`src/rtl/fwsr_pkg.sv`:
```
package fwsr_pkg;
   // ----------------------------------------------------------------------
   // bus timing
   // ----------------------------------------------------------------------
   localparam int unsigned CLK_PERIOD_PS   = 5000;
   localparam int unsigned STATUS_DELAY_NS = 4000;  // status settle, 4 us
   localparam int unsigned STATUS_DELAY_CYC =
      (STATUS_DELAY_NS * 1000 + CLK_PERIOD_PS - 1) / CLK_PERIOD_PS;
   localparam int unsigned ACCESS_NS       = 110;
   localparam int unsigned ACCESS_CYC      =
      (ACCESS_NS * 1000 + CLK_PERIOD_PS - 1) / CLK_PERIOD_PS;
   localparam int unsigned STROBE_NS       = 50;
   localparam int unsigned STROBE_CYC      =
      (STROBE_NS * 1000 + CLK_PERIOD_PS - 1) / CLK_PERIOD_PS;
   localparam int unsigned CNT_W           = 16;

   localparam int unsigned DATA_W          = 16;
   localparam int unsigned ADDR_W          = 24;

   // ----------------------------------------------------------------------
   // status bit positions
   // ----------------------------------------------------------------------
   localparam int unsigned POLL_POS        = 7;
   localparam int unsigned TOGGLE1_POS     = 6;
   localparam int unsigned TIMEOUT_POS     = 5;
   localparam int unsigned TOGGLE2_POS     = 2;

   localparam logic [15:0] RESET_CMD_DATA  = 16'h00f0;

   // ----------------------------------------------------------------------
   // result codes
   // ----------------------------------------------------------------------
   typedef enum logic [1:0] {
      FWSR_RES_OK      = 2'h0,
      FWSR_RES_FAIL    = 2'h1,
      FWSR_RES_NONE    = 2'h2
   } fwsr_result_t;

   typedef enum logic [2:0] {
      FWSR_IDLE    = 3'h0,
      FWSR_SETTLE  = 3'h1,
      FWSR_READ_A  = 3'h3,
      FWSR_READ_B  = 3'h2,
      FWSR_CHECK   = 3'h6,
      FWSR_RECHECK = 3'h7,
      FWSR_RESETC  = 3'h5,
      FWSR_DONE    = 3'h4
   } fwsr_state_t;
endpackage : fwsr_pkg

```
`src/rtl/fwsr_bus_cycle.sv`:
```
`timescale 1ns/100ps
// ---------------------------------------------------------------------------
// one asynchronous read or write cycle on the flash pins
// ---------------------------------------------------------------------------
module fwsr_bus_cycle
   import fwsr_pkg::*;
(
   input  wire logic              clk,
   input  wire logic              sys_rst,
   input  wire logic              start,
   input  wire logic              is_write,
   input  wire logic [DATA_W-1:0] wdata,
   input  wire logic [DATA_W-1:0] dq_sync,
   output logic                   done,
   output logic [DATA_W-1:0]      rdata,
   output logic                   chip_select_n,
   output logic                   output_strobe_n,
   output logic                   write_strobe_n,
   output logic [DATA_W-1:0]      dq_out,
   output logic                   dq_oe_n
);
   logic [CNT_W-1:0] cnt;
   logic [CNT_W-1:0] next_cnt;
   logic             busy;
   logic             next_busy;
   logic             wr;
   logic             next_wr;
   logic             pend;
   logic             next_pend;
   logic             go_wr;
   logic [DATA_W-1:0] next_rdata;
   logic [DATA_W-1:0] next_dq_out;

   // reads wait access time, two synchroniser stages and a capture cycle
   localparam logic [CNT_W-1:0] RD_LEN = CNT_W'(ACCESS_CYC + 3);
   localparam logic [CNT_W-1:0] WR_LEN = CNT_W'(STROBE_CYC);

   always_comb begin
      next_cnt    = cnt;
      next_busy   = busy;
      next_wr     = wr;
      next_pend   = pend;
      next_rdata  = rdata;
      next_dq_out = dq_out;
      done        = 1'b0;
      go_wr       = pend ? wr : is_write;
      if (!busy) begin
         if (start || pend) begin
            next_busy   = 1'b1;
            next_pend   = 1'b0;
            next_wr     = go_wr;
            next_dq_out = wdata;
            next_cnt    = go_wr ? WR_LEN : RD_LEN;
         end
      end else if (cnt != '0) begin
         next_cnt = cnt - CNT_W'(1);
         // sample before done, so the caller sees this read's data
         if (!wr && cnt == CNT_W'(1))
            next_rdata = dq_sync;
      end else begin
         // a start in the closing cycle waits one idle cycle
         next_busy = 1'b0;
         next_pend = start;
         next_wr   = is_write;
         done      = 1'b1;
      end
   end

   always_ff @(posedge clk) begin
      if (sys_rst) begin
         cnt    <= '0;
         busy   <= 1'b0;
         wr     <= 1'b0;
         pend   <= 1'b0;
         rdata  <= '0;
         dq_out <= '0;
      end else begin
         cnt    <= next_cnt;
         busy   <= next_busy;
         wr     <= next_wr;
         pend   <= next_pend;
         rdata  <= next_rdata;
         dq_out <= next_dq_out;
      end
   end

   // strobes rise at cycle end, so each read is a fresh framed cycle
   assign chip_select_n   = ~busy;
   assign output_strobe_n = ~(busy & ~wr);
   assign write_strobe_n  = ~(busy & wr & (cnt != '0));
   assign dq_oe_n         = ~(busy & wr);
endmodule : fwsr_bus_cycle

```
`src/rtl/fwsr_poll_ctrl.sv`:
```
`timescale 1ns/100ps
// Functional notes
// - status trusted only 4 us after command
// - present program address when polling
// - poll at address in erased sector
// - final data needs one more read
// - two reads, compare toggle, equal means done
// - toggling with timeout: recheck, then reset
// - resumed monitoring restarts whole sequence
// - reread polling bit after timeout seen
module fwsr_poll_ctrl
   import fwsr_pkg::*;
#(
   parameter int unsigned SETTLE_CYC = STATUS_DELAY_CYC
)(
   input  wire logic              clk,
   input  wire logic              sys_rst,
   input  wire logic              cmd_start,
   input  wire logic              cmd_use_poll,
   input  wire logic [DATA_W-1:0] cmd_expect,
   input  wire logic [ADDR_W-1:0] cmd_addr,
   output logic                   cmd_ready,
   output logic                   res_valid,
   output fwsr_result_t           res_code,
   output logic [DATA_W-1:0]      res_data,
   output logic                   dev_busy,
   output logic [ADDR_W-1:0]      addr_out,
   output logic                   chip_select_n,
   output logic                   output_strobe_n,
   output logic                   write_strobe_n,
   output logic [DATA_W-1:0]      dq_out,
   output logic                   dq_oe_n,
   input  wire logic [DATA_W-1:0] dq_in,
   input  wire logic              ready_busy_in
);
   // -----------------------------------------------------------------------
   // pin synchronisers
   // -----------------------------------------------------------------------
   logic [DATA_W-1:0] dq_meta;
   logic [DATA_W-1:0] dq_sync;
   logic              rb_meta;
   logic              rb_sync;

   always_ff @(posedge clk) begin
      if (sys_rst) begin
         dq_meta <= '0;
         dq_sync <= '0;
         rb_meta <= 1'b1;
         rb_sync <= 1'b1;
      end else begin
         dq_meta <= dq_in;
         dq_sync <= dq_meta;
         rb_meta <= ready_busy_in;
         rb_sync <= rb_meta;
      end
   end

   // open drain line is read only; low means busy
   assign dev_busy = ~rb_sync;

   // -----------------------------------------------------------------------
   // sequencer
   // -----------------------------------------------------------------------
   fwsr_state_t       state;
   fwsr_state_t       next_state;
   logic [CNT_W-1:0]  cnt;
   logic [CNT_W-1:0]  next_cnt;
   logic [DATA_W-1:0] first;
   logic [DATA_W-1:0] next_first;
   logic              poll;
   logic              next_poll;
   logic [DATA_W-1:0] expect_q;
   logic [DATA_W-1:0] next_expect_q;
   logic [ADDR_W-1:0] next_addr_out;
   logic              next_res_valid;
   fwsr_result_t      next_res_code;
   logic [DATA_W-1:0] next_res_data;
   logic              bc_start;
   logic              bc_write;
   logic              bc_done;
   logic [DATA_W-1:0] bc_rdata;
   logic              timed_out;
   logic              poll_match;
   logic              toggling;

   // timeout flag set means the embedded operation gave up
   assign timed_out  = bc_rdata[TIMEOUT_POS];
   // true written bit reappears on completion
   assign poll_match = bc_rdata[POLL_POS] == expect_q[POLL_POS];
   // any change of either toggle bit between two reads
   assign toggling   = (bc_rdata[TOGGLE1_POS] != first[TOGGLE1_POS]) |
                       (bc_rdata[TOGGLE2_POS] != first[TOGGLE2_POS]);
   assign cmd_ready  = (state == FWSR_IDLE);

   always_comb begin
      next_state     = state;
      next_cnt       = cnt;
      next_first     = first;
      next_poll      = poll;
      next_expect_q  = expect_q;
      next_addr_out  = addr_out;
      next_res_valid = 1'b0;
      next_res_code  = res_code;
      next_res_data  = res_data;
      bc_start       = 1'b0;
      bc_write       = 1'b0;
      case (state)
         FWSR_IDLE: begin
            // every new request starts from the top
            if (cmd_start) begin
               next_poll     = cmd_use_poll;
               next_expect_q = cmd_expect;
               next_addr_out = cmd_addr;  // program or erase sector
               next_cnt      = CNT_W'(SETTLE_CYC);
               next_state    = FWSR_SETTLE;
            end
         end
         FWSR_SETTLE: begin
            // no status trusted before settle time
            if (cnt != '0)
               next_cnt = cnt - CNT_W'(1);
            else begin
               bc_start   = 1'b1;
               next_state = FWSR_READ_A;
            end
         end
         FWSR_READ_A: begin
            if (bc_done) begin
               next_first = bc_rdata;
               if (poll) begin
                  // polling: match ends, timeout forces a reread
                  if (poll_match)
                     next_state = FWSR_DONE;
                  else if (timed_out)
                     next_state = FWSR_RECHECK;
                  else
                     next_state = FWSR_READ_A;
                  bc_start = !poll_match;
               end else begin
                  bc_start   = 1'b1;
                  next_state = FWSR_READ_B;  // back-to-back pair
               end
            end
         end
         FWSR_READ_B: begin
            if (bc_done) begin
               if (!toggling)
                  next_state = FWSR_DONE;  // stopped: finished
               else if (timed_out) begin
                  bc_start   = 1'b1;
                  next_first = bc_rdata;
                  next_state = FWSR_CHECK;  // toggle may stop with flag
               end else begin
                  bc_start   = 1'b1;
                  next_first = bc_rdata;
               end
            end
         end
         FWSR_CHECK: begin
            if (bc_done) begin
               if (!toggling)
                  next_state = FWSR_DONE;
               else begin
                  bc_start   = 1'b1;
                  bc_write   = 1'b1;
                  next_state = FWSR_RESETC;  // failed: reset command
               end
            end
         end
         FWSR_RECHECK: begin
            if (bc_done) begin
               if (poll_match)
                  next_state = FWSR_DONE;
               else begin
                  bc_start   = 1'b1;
                  bc_write   = 1'b1;
                  next_state = FWSR_RESETC;
               end
            end
         end
         FWSR_RESETC: begin
            if (bc_done) begin
               next_res_valid = 1'b1;
               next_res_code  = FWSR_RES_FAIL;
               next_res_data  = bc_rdata;
               next_state     = FWSR_IDLE;
            end
         end
         FWSR_DONE: begin
            // one more read for fully valid array data
            if (!bc_start)
               bc_start = 1'b1;
            next_state = FWSR_RESETC;
            next_res_code = FWSR_RES_NONE;
         end
         default: next_state = FWSR_IDLE;
      endcase
      // final array read reports success
      if (state == FWSR_RESETC && res_code == FWSR_RES_NONE && bc_done)
         next_res_code = FWSR_RES_OK;
      if (state == FWSR_RESETC && res_code == FWSR_RES_NONE && bc_done)
         next_res_data = bc_rdata;
   end

   always_ff @(posedge clk) begin
      if (sys_rst) begin
         state     <= FWSR_IDLE;
         cnt       <= '0;
         first     <= '0;
         poll      <= 1'b0;
         expect_q  <= '0;
         addr_out  <= '0;
         res_valid <= 1'b0;
         res_code  <= FWSR_RES_NONE;
         res_data  <= '0;
      end else begin
         state     <= next_state;
         cnt       <= next_cnt;
         first     <= next_first;
         poll      <= next_poll;
         expect_q  <= next_expect_q;
         addr_out  <= next_addr_out;
         res_valid <= next_res_valid;
         res_code  <= next_res_code;
         res_data  <= next_res_data;
      end
   end

   fwsr_bus_cycle u_cycle (
      .clk             (clk),
      .sys_rst         (sys_rst),
      .start           (bc_start),
      .is_write        (bc_write),
      .wdata           (RESET_CMD_DATA),
      .dq_sync         (dq_sync),
      .done            (bc_done),
      .rdata           (bc_rdata),
      .chip_select_n   (chip_select_n),
      .output_strobe_n (output_strobe_n),
      .write_strobe_n  (write_strobe_n),
      .dq_out          (dq_out),
      .dq_oe_n         (dq_oe_n)
   );
endmodule : fwsr_poll_ctrl

```
`config.mk`:
```
export PLATFORM = sky130hd
export DESIGN_NAME = fwsr_poll_ctrl
export DESIGN_NICKNAME = d
export VERILOG_FILES = /design/src/rtl/fwsr_pkg.sv /design/src/rtl/fwsr_bus_cycle.sv /design/src/rtl/fwsr_poll_ctrl.sv
export SDC_FILE = /design/constraint.sdc
export NUM_CORES = 1
export LEC_CHECK = 0
export BUFFER_PORTS_ARGS = -buffer_cell sky130_fd_sc_hd__buf_2
export CELL_PAD_IN_SITES_DETAIL_PLACEMENT = 0
export CELL_PAD_IN_SITES_GLOBAL_PLACEMENT = 2
export CORE_UTILIZATION = 31
export DETAILED_ROUTE_END_ITERATION = 7
export GPL_TIMING_DRIVEN = 0
export PLACE_DENSITY = 0.87
export SLEW_MARGIN = 10
export SYNTH_ARGS = -nofsm -noshare
export SYNTH_HDL_FRONTEND = slang
export SYNTH_SLANG_ARGS = --single-unit
```
`constraint.sdc`:
```
create_clock -name clk -period 2.88 [get_ports clk]
set_input_delay 0.288 -clock clk [delete_from_list [all_inputs] [get_ports clk]]
set_output_delay 0.288 -clock clk [all_outputs]
set_load 0.005 [all_outputs]
```
==> results of run 1 <==
==> synth_stat cells (5+ instances only) <==
| library cell | n |
|---|---|
| nand3_1 | 16 |
| or4_1 | 10 |
| mux2i_1 | 5 |
| o21ai_1 | 6 |
| a21oi_1 | 84 |
| buf_4 | 15 |
| dfxtp_1 | 136 |
| or3_1 | 15 |
| nor2_1 | 28 |
| inv_1 | 14 |
| nand2_1 | 133 |
| nor3_1 | 11 |
| ha_1 | 5 |
| o211ai_1 | 8 |
| clkbuf_1 | 34 |
| o21ai_0 | 15 |
| nor2b_1 | 32 |
| nor4_1 | 6 |
==> routing by layer <==
metal | vias to the layer above | GRT usage (%) | share of wire, %
met3 | 18 | 3.33 | 4.0
met5 | - | 0 | 0
met1 | 2229 | 21.9 | 49
met2 | 103 | 25.0 | 45
li1 | 2504 | - | -
met4 | 0 | 6.74 | 1.6
==> what timing repair did <==
item	4_1_cts	5_1_grt
setup buffers	0	4
resized for setup	4	1
pin swaps	1	3
setup endpoints to repair	10	7
==> through the flow <==
stage,std cells,TNS [ns]
2_1_floorplan,667,0
3_3_place_gp,990,-0.0723
3_5_place_dp,990,-0.337
4_1_cts,1022,0
5_1_grt,1026,0
6_report,1026,0
==> sequential cells by signal, indices dropped and copies added (netlist names), 3 cells and up <==
| register | cells |
|---|---|
| dq_sync | 16 |
| dq_meta | 16 |
| u_cycle.cnt | 16 |
| addr_out | 24 |
| cnt | 16 |
| res_data | 16 |
| u_cycle.rdata | 16 |
| state | 3 |
==> layout make-up <==
class / instances / share of cell area (%)
Sequential cell: 136 / 38.9
Multi-Input combinational cell: 464 / 36.2
Timing Repair Buffer: 102 / 7.44
Clock buffer: 19 / 6.33
Tap cell: 225 / 4.02
Buffer: 53 / 3.95
Clock inverter: 13 / 2.41
Inverter: 14 / 0.751
==> how the worst max path moves through the flow <==
stage	startpoint	to	slack, ns	cells after the start
6_report	u_cycle.cnt[10]$_SDFFE_PP0P_	write_strobe_n	0.14	6
4_1_cts	u_cycle.cnt[6]$_SDFFE_PP0P_	write_strobe_n	0.04	7
2_1_floorplan	u_cycle.cnt[0]$_SDFFE_PP0P_	state[2]$_SDFFE_PP0P_	0.46	7
3_3_place_gp	u_cycle.cnt[0]$_SDFFE_PP0P_	res_code[1]$_SDFFE_PP1P_	-0.02	8
5_1_grt	cnt[4]$_SDFFE_PP0P_	state[1]$_SDFFE_PP0P_	0.001	5
3_5_place_dp	u_cycle.cnt[0]$_SDFFE_PP0P_	res_code[1]$_SDFFE_PP1P_	-0.05	8
==> cell families after synthesis <==
logic type               share of synthesized area [%]
other                                           0.0679
buffers and inverters                             5.78
flip-flops                                        49.3
multiplexers                                     0.906
AND/OR/NAND/NOR                                   25.5
AO/OA/AOI/OAI                                     16.1
XOR/XNOR                                          1.27
adder cells (fa/ha/maj)                           1.13
==> critical path, cell delays in order (launching register included) <==
cell and delay (ns):
dfxtp_1 0.37, or4_1 0.66, nor4_4 0.45, clkbuf_8 0.21, nor2_1 0.10, nand2_1 0.13, buf_2 0.12
==> power breakdown <==
group | leakage [uW] | internal, uW | switching (uW)
combinational | 0.00145 | 969 | 1450
sequential | 0.00111 | 2120 | 195
clock | 0.000287 | 1390 | 849
total | 0.00284 | 4480 | 2490
==> out/results.txt, run 1 <==
Finished Cell Area = 7000 um^2
top flip-flop cell by instance count after synthesis = dfxtp_1
Rel. slew slack = 50.1%
vias per cell = 4.73
crit path kind = reg -> out
sequential area share after synthesis = 49.3%
CTS Hold Bufs = 0
RSZ-0062 raised after global routing = false
CP Max Fanout = 7
Hold Path Depth = 2
clk root buf = clkbuf_16
largest net degree at the start of global routing = 17
final hold violation count = 0
Slew Limit Fails = 0
Max VDD drop = 453 uV
area grow syn2layout = 26.7%
H-tree depth = 4
R2R setup slack = 0.23 ns
Worst R2R Path Depth = 7
setup ws final = 0.135 ns
mean routed wirelength per cell = 13.9 um
placed inst area = 6340 um^2
final period demand of the worst path = 2.74 ns
Startpoint Class = register
Static Leak = 0.00284 uW
worst min path class = in -> reg
reg2reg start = u_cycle.cnt[10]$_SDFFE_PP0P_
Nets = 854
vias in the first global route = 4430
PortBufs = 98
CTS tree = built
area occupied by multi-input gates = 2530 um^2
Post-Place Worst Slack = -0.0464 ns
commonest non-fill, non-tap cell in the layout = dfxtp_1
Num CTS Buffers = 17
Reg clk slew, reported paths = 0.06 ns
clock buffer depth = 2
global-route wire length before repair = 23100 um
Hold Crit Start = ready_busy_in
worst r2r dst = res_data[10]$_SDFFE_PP0P_
commonest non-fill, non-tap cells in the layout = dfxtp_1, nand2_1, buf_2, a21oi_1, clkbuf_1
Initial DRC Count = 223
DRC violations left = 0
Fill cells = 1802
initial antenna violation count = 0
WHS Endpoint = rb_meta$_SDFF_PP1_
unique cell type count in the Yosys netlist = 56
Die ar. = 18400 um^2
die height = 135 um
share of cells above drive strength 1 = 20.6%
Synth Area per Inst = 8.42 um^2
Synth area leader = dfxtp_1
mapped cell area = 5520 um^2
Async SR Flop Fraction = 0%
Starting Density = 31.8%
endpoints failing setup = 0
final wirelength = 14300 um
Worst EP arrival = 2.46 ns
total track usage = 16.2%
CTS Sinks = 136
Layout Utilization = 40.3%
PwrDens = 997 nW/um^2
status = completed
Sequential Area = 2720 um^2
routability cong. = 0.795
period utilization = 95.3%
placement row count = 48
DP Wirelength = 10300 um
Crit. End Element = output port
share of the synthesized area in the top cell type = 49.3%
largest cells by area after synthesis = dfxtp_1, nand2_1, a21oi_1, nor2b_1, clkbuf_1
DRT Pass-1 Iters = 4
n_diodes = 0
routed vias = 4854
Synth Warn # = 0
worst-margin pin slew = 0.744 ns
Die W = 135 um
Mapped Cells = 656
Hold WS = 0.0485 ns
Critical Path RT = 2.59 ns
Post-synth EDFFs = 0
Worst-Skew Late Latency = 0.42 ns
antenna-violating nets left = 0
flop and latch count out of synthesis = 136
io pins = 126
total gr overflow = 0
Max-Cap Viols = 0
Total Power = 6980 uW
Clock Skews = 0.0130 ns
CORE AREA = 17400 um^2
max frequency = 364 MHz
No activity file was read; power rests on OpenSTA's default activity.
==> inputs of run 2 (changes only) <==
--- a/config.mk
+++ b/config.mk
@@ -6,12 +6,12 @@
 export NUM_CORES = 1
 export LEC_CHECK = 0
 export BUFFER_PORTS_ARGS = -buffer_cell sky130_fd_sc_hd__buf_2
-export CELL_PAD_IN_SITES_DETAIL_PLACEMENT = 0
-export CELL_PAD_IN_SITES_GLOBAL_PLACEMENT = 2
-export CORE_UTILIZATION = 31
+export CORE_ASPECT_RATIO = 0.9
+export CORE_UTILIZATION = 50
 export DETAILED_ROUTE_END_ITERATION = 7
+export GPL_ROUTABILITY_DRIVEN = 0
 export GPL_TIMING_DRIVEN = 0
-export PLACE_DENSITY = 0.87
+export PLACE_DENSITY = 0.84
 export SLEW_MARGIN = 10
 export SYNTH_ARGS = -nofsm -noshare
 export SYNTH_HDL_FRONTEND = slang
==> run 2 against run 1 <==
Net effect:
- sequential share of layout area rose by 0.96 points
- final cell count fell by 9.5%
- combinational power fell by 5%
- core utilization rose by 23 points
- die area fell by 38%
- register-to-register slack got worse by 0.03 ns
- global-route usage rose by 6.8 points
- worst setup slack improved by 0.021 ns
- wire length fell by 9.4%
- first-iteration DRC count rose by 26%
- critical path depth rose by 1
- critical path type unchanged
- critical endpoint unchanged
- largest power group is now registers
==> out/results.txt, run 2 (synthesized netlist as in run 1, its figures left out) <==
largest net degree at the start of global routing = 17 (unchanged)
vias per cell = 5.35 (+13%)
area grow syn2layout = 23.7%
Num CTS Buffers = 17 (unchanged)
Sequential Area = 2720 um^2 (unchanged)
final hold violation count = 0 (unchanged)
commonest non-fill, non-tap cell in the layout = dfxtp_1
sw power = 2430 uW (-2.7%)
P_int = 4330 uW (-3.5%)
sequential share of power = 34.3% (+1.1 points)
CP bufs+invs = 3 (+1)
commonest non-fill, non-tap cells in the layout = dfxtp_1, nand2_1, buf_2, a21oi_1, clkbuf_1
critical path's top delay family = simple AND/OR/NAND/NOR gates
Max VDD drop = 739 uV (+63%)
setup_tns = 0 ns (unchanged)
PortBufs = 98 (unchanged)
worst-margin pin slew = 0.668 ns (-0.0759 ns)
initial antenna violation count = 0 (unchanged)
CTS Hold Bufs = 0 (unchanged)
Fill cells = 899 (-50%)
Startpoint Class = register
Initial DRC Count = 282 (+26%)
switching share of power = 35.9% (+0.19 points)
global-route wire length before repair = 20700 um (-10%)
area occupied by multi-input gates = 2540 um^2 (+0.15%)
crit path kind = reg -> out
status = completed
Clock Skews = 0.00779 ns (-0.00516 ns)
vias in the first global route = 4290 (-3.2%)
CTS Sinks = 136 (unchanged)
most flop-heavy register = addr_out
Total Power = 6750 uW (-3.2%)
clock power share = 31.5% (-0.7 points)
Critical Path Most Common Cell = buf_2
Static Leak = 0.00281 uW (-1.3%)
Nets = 850 (-0.47%)
clk root buf = clkbuf_16
clock buffer depth = 2 (unchanged)
period utilization = 94.6% (-0.72 points)
Crit. End Element = output port
io pins = 126 (unchanged)
n_diodes = 0 (unchanged)
endpoints failing setup = 0 (unchanged)
Die W = 113 um (-17%)
total track usage = 23.0% (+6.8 points)
Die ar. = 11500 um^2 (-38%)
Rel. slew slack = 54.8% (+4.8 points)
worst min path class = in -> reg
final wirelength = 12900 um (-9.4%)
Worst-Skew Late Latency = 0.41 ns (about the same)
Max-Cap Viols = 0 (unchanged)
routed vias = 4966 (+2.3%)
Starting Density = 51.1% (+19 points)
CP Max Fanout = 10 (+3)
total gr overflow = 0 (unchanged)
CORE AREA = 10800 um^2 (-38%)
Slew Limit Fails = 0 (unchanged)
final period demand of the worst path = 2.72 ns (-0.0207 ns)
Crit path largest cell delay = 0.52 ns (-0.14 ns)
DRT Pass-1 Iters = 5 (+1)
Reg clk slew, reported paths = 0.06 ns (about the same)
Worst EP arrival = 2.44 ns (-0.02 ns)
placement row count = 36 (-25%)
share of cells above drive strength 1 = 20.5% (-0.12 points)
CTS tree = built
H-tree depth = 4 (unchanged)
RSZ-0062 raised after global routing = false
max FFs per register = 24 (unchanged)
CP max stage cell = or4_1
die height = 102 um (-25%)
antenna-violating nets left = 0 (unchanged)
CP Cell Sequence = or4_1 -> buf_2 -> nor4_4 -> clkbuf_8 -> nor2_2 -> nand2_1 -> buf_2
mean routed wirelength per cell = 13.9 um (about the same)
DP Wirelength = 8960 um (-13%)
DRC violations left = 0 (unchanged)
max frequency = 367 MHz (+0.76%)
Critical Path RT = 2.59 ns (about the same)
PwrDens = 989 nW/um^2 (-0.82%)
Gate power share = 34.2% (-0.4 points)
## run 2: area by class of cell
class / instances / area share (%)
multi-input combinational: 464 / 37.2
sequential: 136 / 39.9
clock inverter: 13 / 2.12
buffer: 53 / 4.05
clock buffer: 18 / 6.43
timing repair buffer: 98 / 7.18
inverter: 14 / 0.769
tap: 133 / 2.44
## run 2: power by group through the flow
stage                     Clock [uW]  Sequential, uW  Combinational [uW]
final                           2130            2320                2310
after global routing            2240            2350                2550
after CTS                       2150            2310                2260
after detailed placement           0            2350                2170
after global placement             0            2340                2140
after floorplan                    0            2310                1650
## run 2: layer usage
| layer | vias up | track usage (%) | share of wire, % |
|---|---|---|---|
| met5 | - | 0 | 0 |
| met4 | 0 | 9.13 | 1.5 |
| met3 | 23 | 6.22 | 6.8 |
| li1 | 2496 | - | - |
| met2 | 178 | 35.8 | 47 |
| met1 | 2269 | 30.6 | 45 |
## run 2: worst paths after layout
path	startpoint	endpoint	slack, ns	depth (start not counted)
min	ready_busy_in	rb_meta$_SDFF_PP1_	0.05	2
max reg2reg	u_cycle.cnt[6]$_SDFFE_PP0P_	res_data[8]$_SDFFE_PP0P_	0.20	7
min reg2reg	rb_meta$_SDFF_PP1_	rb_sync$_SDFF_PP1_	0.41	1
max	u_cycle.cnt[6]$_SDFFE_PP0P_	write_strobe_n	0.16	7
## run 2: repair_timing
action                     CTS  global route
hold endpoints to repair     0             0
setup endpoints to repair    1            11
pin swaps                    0             1
gates resized for setup      4             2
setup buffers                0             0
## run 2: worst register-to-register path: cells and delay by family, from the launching register on
family | cells | cell delay (ns)
flip-flops | 1 | 0.37
AND/OR/NAND/NOR | 4 | 1.55
buffers and inverters | 2 | 0.56
AO/OA/AOI/OAI | 1 | 0.07
## run 2: through the flow
step           cell area [um^2]  util (%)  worst slack (ns)  hold WS, ns  instances
2_1_floorplan              5570         -             0.459        0.389        667
3_3_place_gp               6220      57.6             0.135        0.391        898
3_5_place_dp               6220      57.6            0.0961        0.395        898
4_1_cts                    6830      63.1            0.0248       0.0458        929
5_1_grt                    6830      63.2            0.0590       0.0413        929
6_report                   6830      63.2             0.156       0.0547        929
==> inputs of run 3 (changes only) <==
==> constraint.sdc (replaced) <==
create_clock -name clk -period 2.6 [get_ports clk]
set_input_delay 0.26 -clock clk [delete_from_list [all_inputs] [get_ports clk]]
set_output_delay 0.26 -clock clk [all_outputs]
set_load 0.005 [all_outputs]
==> run 3 against run 2 <==
Net effect:
- final area rose by 1.2%
- highest routed layer unchanged
- sequential power up 12%
- clock power up 11%
- worst setup slack got worse by 0.053 ns
==> out/results.txt, run 3 (synthesized netlist as in run 1, its figures left out) <==
Finished Cell Area = 6910 um^2 (+1.2%)
PortBufs = 98 (unchanged)
vias per cell = 5.37 (+0.46%)
largest net degree at the start of global routing = 17 (unchanged)
final period demand of the worst path = 2.50 ns
routed vias = 5005 (+0.79%)
CORE AREA = 10800 um^2 (unchanged)
clock power share = 30.9% (-0.6 points)
Worst-Skew Late Latency = 0.41 ns (about the same)
clk root buf = clkbuf_16
switching share of power = 36.2% (+0.24 points)
PwrDens = 1110 nW/um^2 (+12%)
Rel. slew slack = 54.6% (-0.25 points)
die height = 102 um (unchanged)
commonest non-fill, non-tap cell in the layout = nand2_1
H-tree depth = 4 (unchanged)
sequential share of power = 33.8% (-0.5 points)
Worst R2R Path Depth = 6 (-1)
worst r2r dst = state[2]$_SDFFE_PP0P_
period utilization = 96.0%
initial antenna violation count = 0 (unchanged)
Sequential Area = 2730 um^2 (+0.37%)
Gate power share = 35.3% (+1.1 points)
setup_tns = 0 ns (unchanged)
vias in the first global route = 4347 (+1.3%)
antenna-violating nets left = 0 (unchanged)
worst-margin pin slew = 0.672 ns (+0.00374 ns)
placement row count = 36 (unchanged)
worst min path class = in -> reg
Reg clk slew, reported paths = 0.06 ns (about the same)
WHS Endpoint = rb_meta$_SDFF_PP1_
Crit path largest cell delay = 0.40 ns (-0.12 ns)
Max-Cap Viols = 0 (unchanged)
max frequency = 400 MHz
endpoints failing setup = 0 (unchanged)
critical path's top delay family = simple AND/OR/NAND/NOR gates
R2R setup slack = 0.17 ns (-0.03 ns)
Max VDD drop = 821 uV (+11%)
total track usage = 23.3% (+0.22 points)
Crit. End Element = output port
CTS tree = built
Die W = 113 um (unchanged)
max FFs per register = 24 (unchanged)
sw power = 2770 uW (+14%)
Starting Density = 51.1% (unchanged)
DP Wirelength = 8960 um (unchanged)
P_int = 4890 uW (+13%)
CP Cell Sequence = inv_4 -> ha_2 -> or3b_4 -> nor4_4 -> clkbuf_8 -> nor2_4 -> nand2_1 -> buf_2
n_diodes = 0 (unchanged)
crit path kind = reg -> out
Static Leak = 0.00283 uW (+0.84%)
final hold violation count = 0 (unchanged)
placed inst area = 6220 um^2 (unchanged)
DRC violations left = 0 (unchanged)
total gr overflow = 0 (unchanged)
commonest non-fill, non-tap cells in the layout = nand2_1, dfxtp_1, buf_2, a21oi_1
Hold Crit Start = ready_busy_in
CP Max Fanout = 6 (-4)
final wirelength = 13200 um (+2.4%)
CP bufs+invs = 3 (unchanged)
Clock Skews = 0.00556 ns (-0.00224 ns)
area grow syn2layout = 25.1%
CTS Sinks = 136 (unchanged)
Critical Path RT = 2.34 ns (-0.25 ns)
Fill cells = 893 (-0.67%)
share of cells above drive strength 1 = 22.3% (+1.8 points)
Nets = 853 (+0.35%)
DRT Pass-1 Iters = 5 (unchanged)
mean routed wirelength per cell = 14.2 um (+2.0%)
Die ar. = 11500 um^2 (unchanged)
status = completed
reg2reg start = u_cycle.cnt[6]$_SDFFE_PP0P_
Hold Path Depth = 2 (unchanged)
Worst EP arrival = 2.24 ns (-0.20 ns)
Num CTS Buffers = 17 (unchanged)
area occupied by multi-input gates = 2570 um^2 (+1.4%)
io pins = 126 (unchanged)
Initial DRC Count = 268 (-5.0%)
Startpoint Class = register
global-route wire length before repair = 20900 um (+0.97%)
Slew Limit Fails = 0 (unchanged)
most flop-heavy register = addr_out
clock buffer depth = 2 (unchanged)
CP max stage cell = or3b_4
run 3: area by class of cell:
cell class	instances	area share, %
sequential	136	39.5
multi-input combinational	464	37.3
timing repair buffer	102	7.53
clock buffer	18	6.35
buffer	52	3.98
tap	133	2.41
clock inverter	13	2.10
inverter	14	0.833
run 3: what timing repair did:
item,in CTS,in global routing
setup buffers,2,2
pin swaps,3,2
hold buffers,0,0
resized for setup,10,15
cloned,0,0
setup endpoints to repair,14,15
run 3: power groups by stage:
stage	clock [uW]	combinational (uW)	sequential, uW
5_1_grt	2480	2970	2620
2_1_floorplan	0	1820	2560
6_report	2370	2700	2590
3_5_place_dp	0	2410	2600
4_1_cts	2380	2580	2560
3_3_place_gp	0	2370	2590
run 3: worst max path at each step:
stage	endpoint	cells after the start	from	slack [ns]
6_report	write_strobe_n	8	u_cycle.cnt[0]$_SDFFE_PP0P_	0.10
5_1_grt	write_strobe_n	8	u_cycle.cnt[0]$_SDFFE_PP0P_	-0.003
4_1_cts	write_strobe_n	7	u_cycle.cnt[6]$_SDFFE_PP0P_	0.03
3_5_place_dp	res_code[1]$_SDFFE_PP1P_	8	u_cycle.cnt[0]$_SDFFE_PP0P_	-0.18
3_3_place_gp	res_code[1]$_SDFFE_PP1P_	8	u_cycle.cnt[0]$_SDFFE_PP0P_	-0.15
2_1_floorplan	state[2]$_SDFFE_PP0P_	7	u_cycle.cnt[0]$_SDFFE_PP0P_	0.18
run 3: layer usage:
layer / GRT usage, % / wire (um) / vias to the layer above
met3: 6.76 / 1100 / 20
met4: 8.51 / 182 / 0
met5: 0 / 0 / -
met1: 30.7 / 5790 / 2269
met2: 36.4 / 6170 / 213
li1: - / - / 2503
run 3: metrics by stage:
stage | setup WS [ns] | hold WS, ns | instances | utilization [%] | power [uW]
2_1_floorplan | 0.179 | 0.364 | 667 | - | 4380
5_1_grt | -0.00321 | 0.0138 | 932 | 63.9 | 8070
6_report | 0.103 | 0.0253 | 932 | 63.9 | 7660
3_3_place_gp | -0.145 | 0.391 | 898 | 57.6 | 4960
3_5_place_dp | -0.184 | 0.395 | 898 | 57.6 | 5010
4_1_cts | 0.0308 | 0.0178 | 931 | 63.4 | 7520
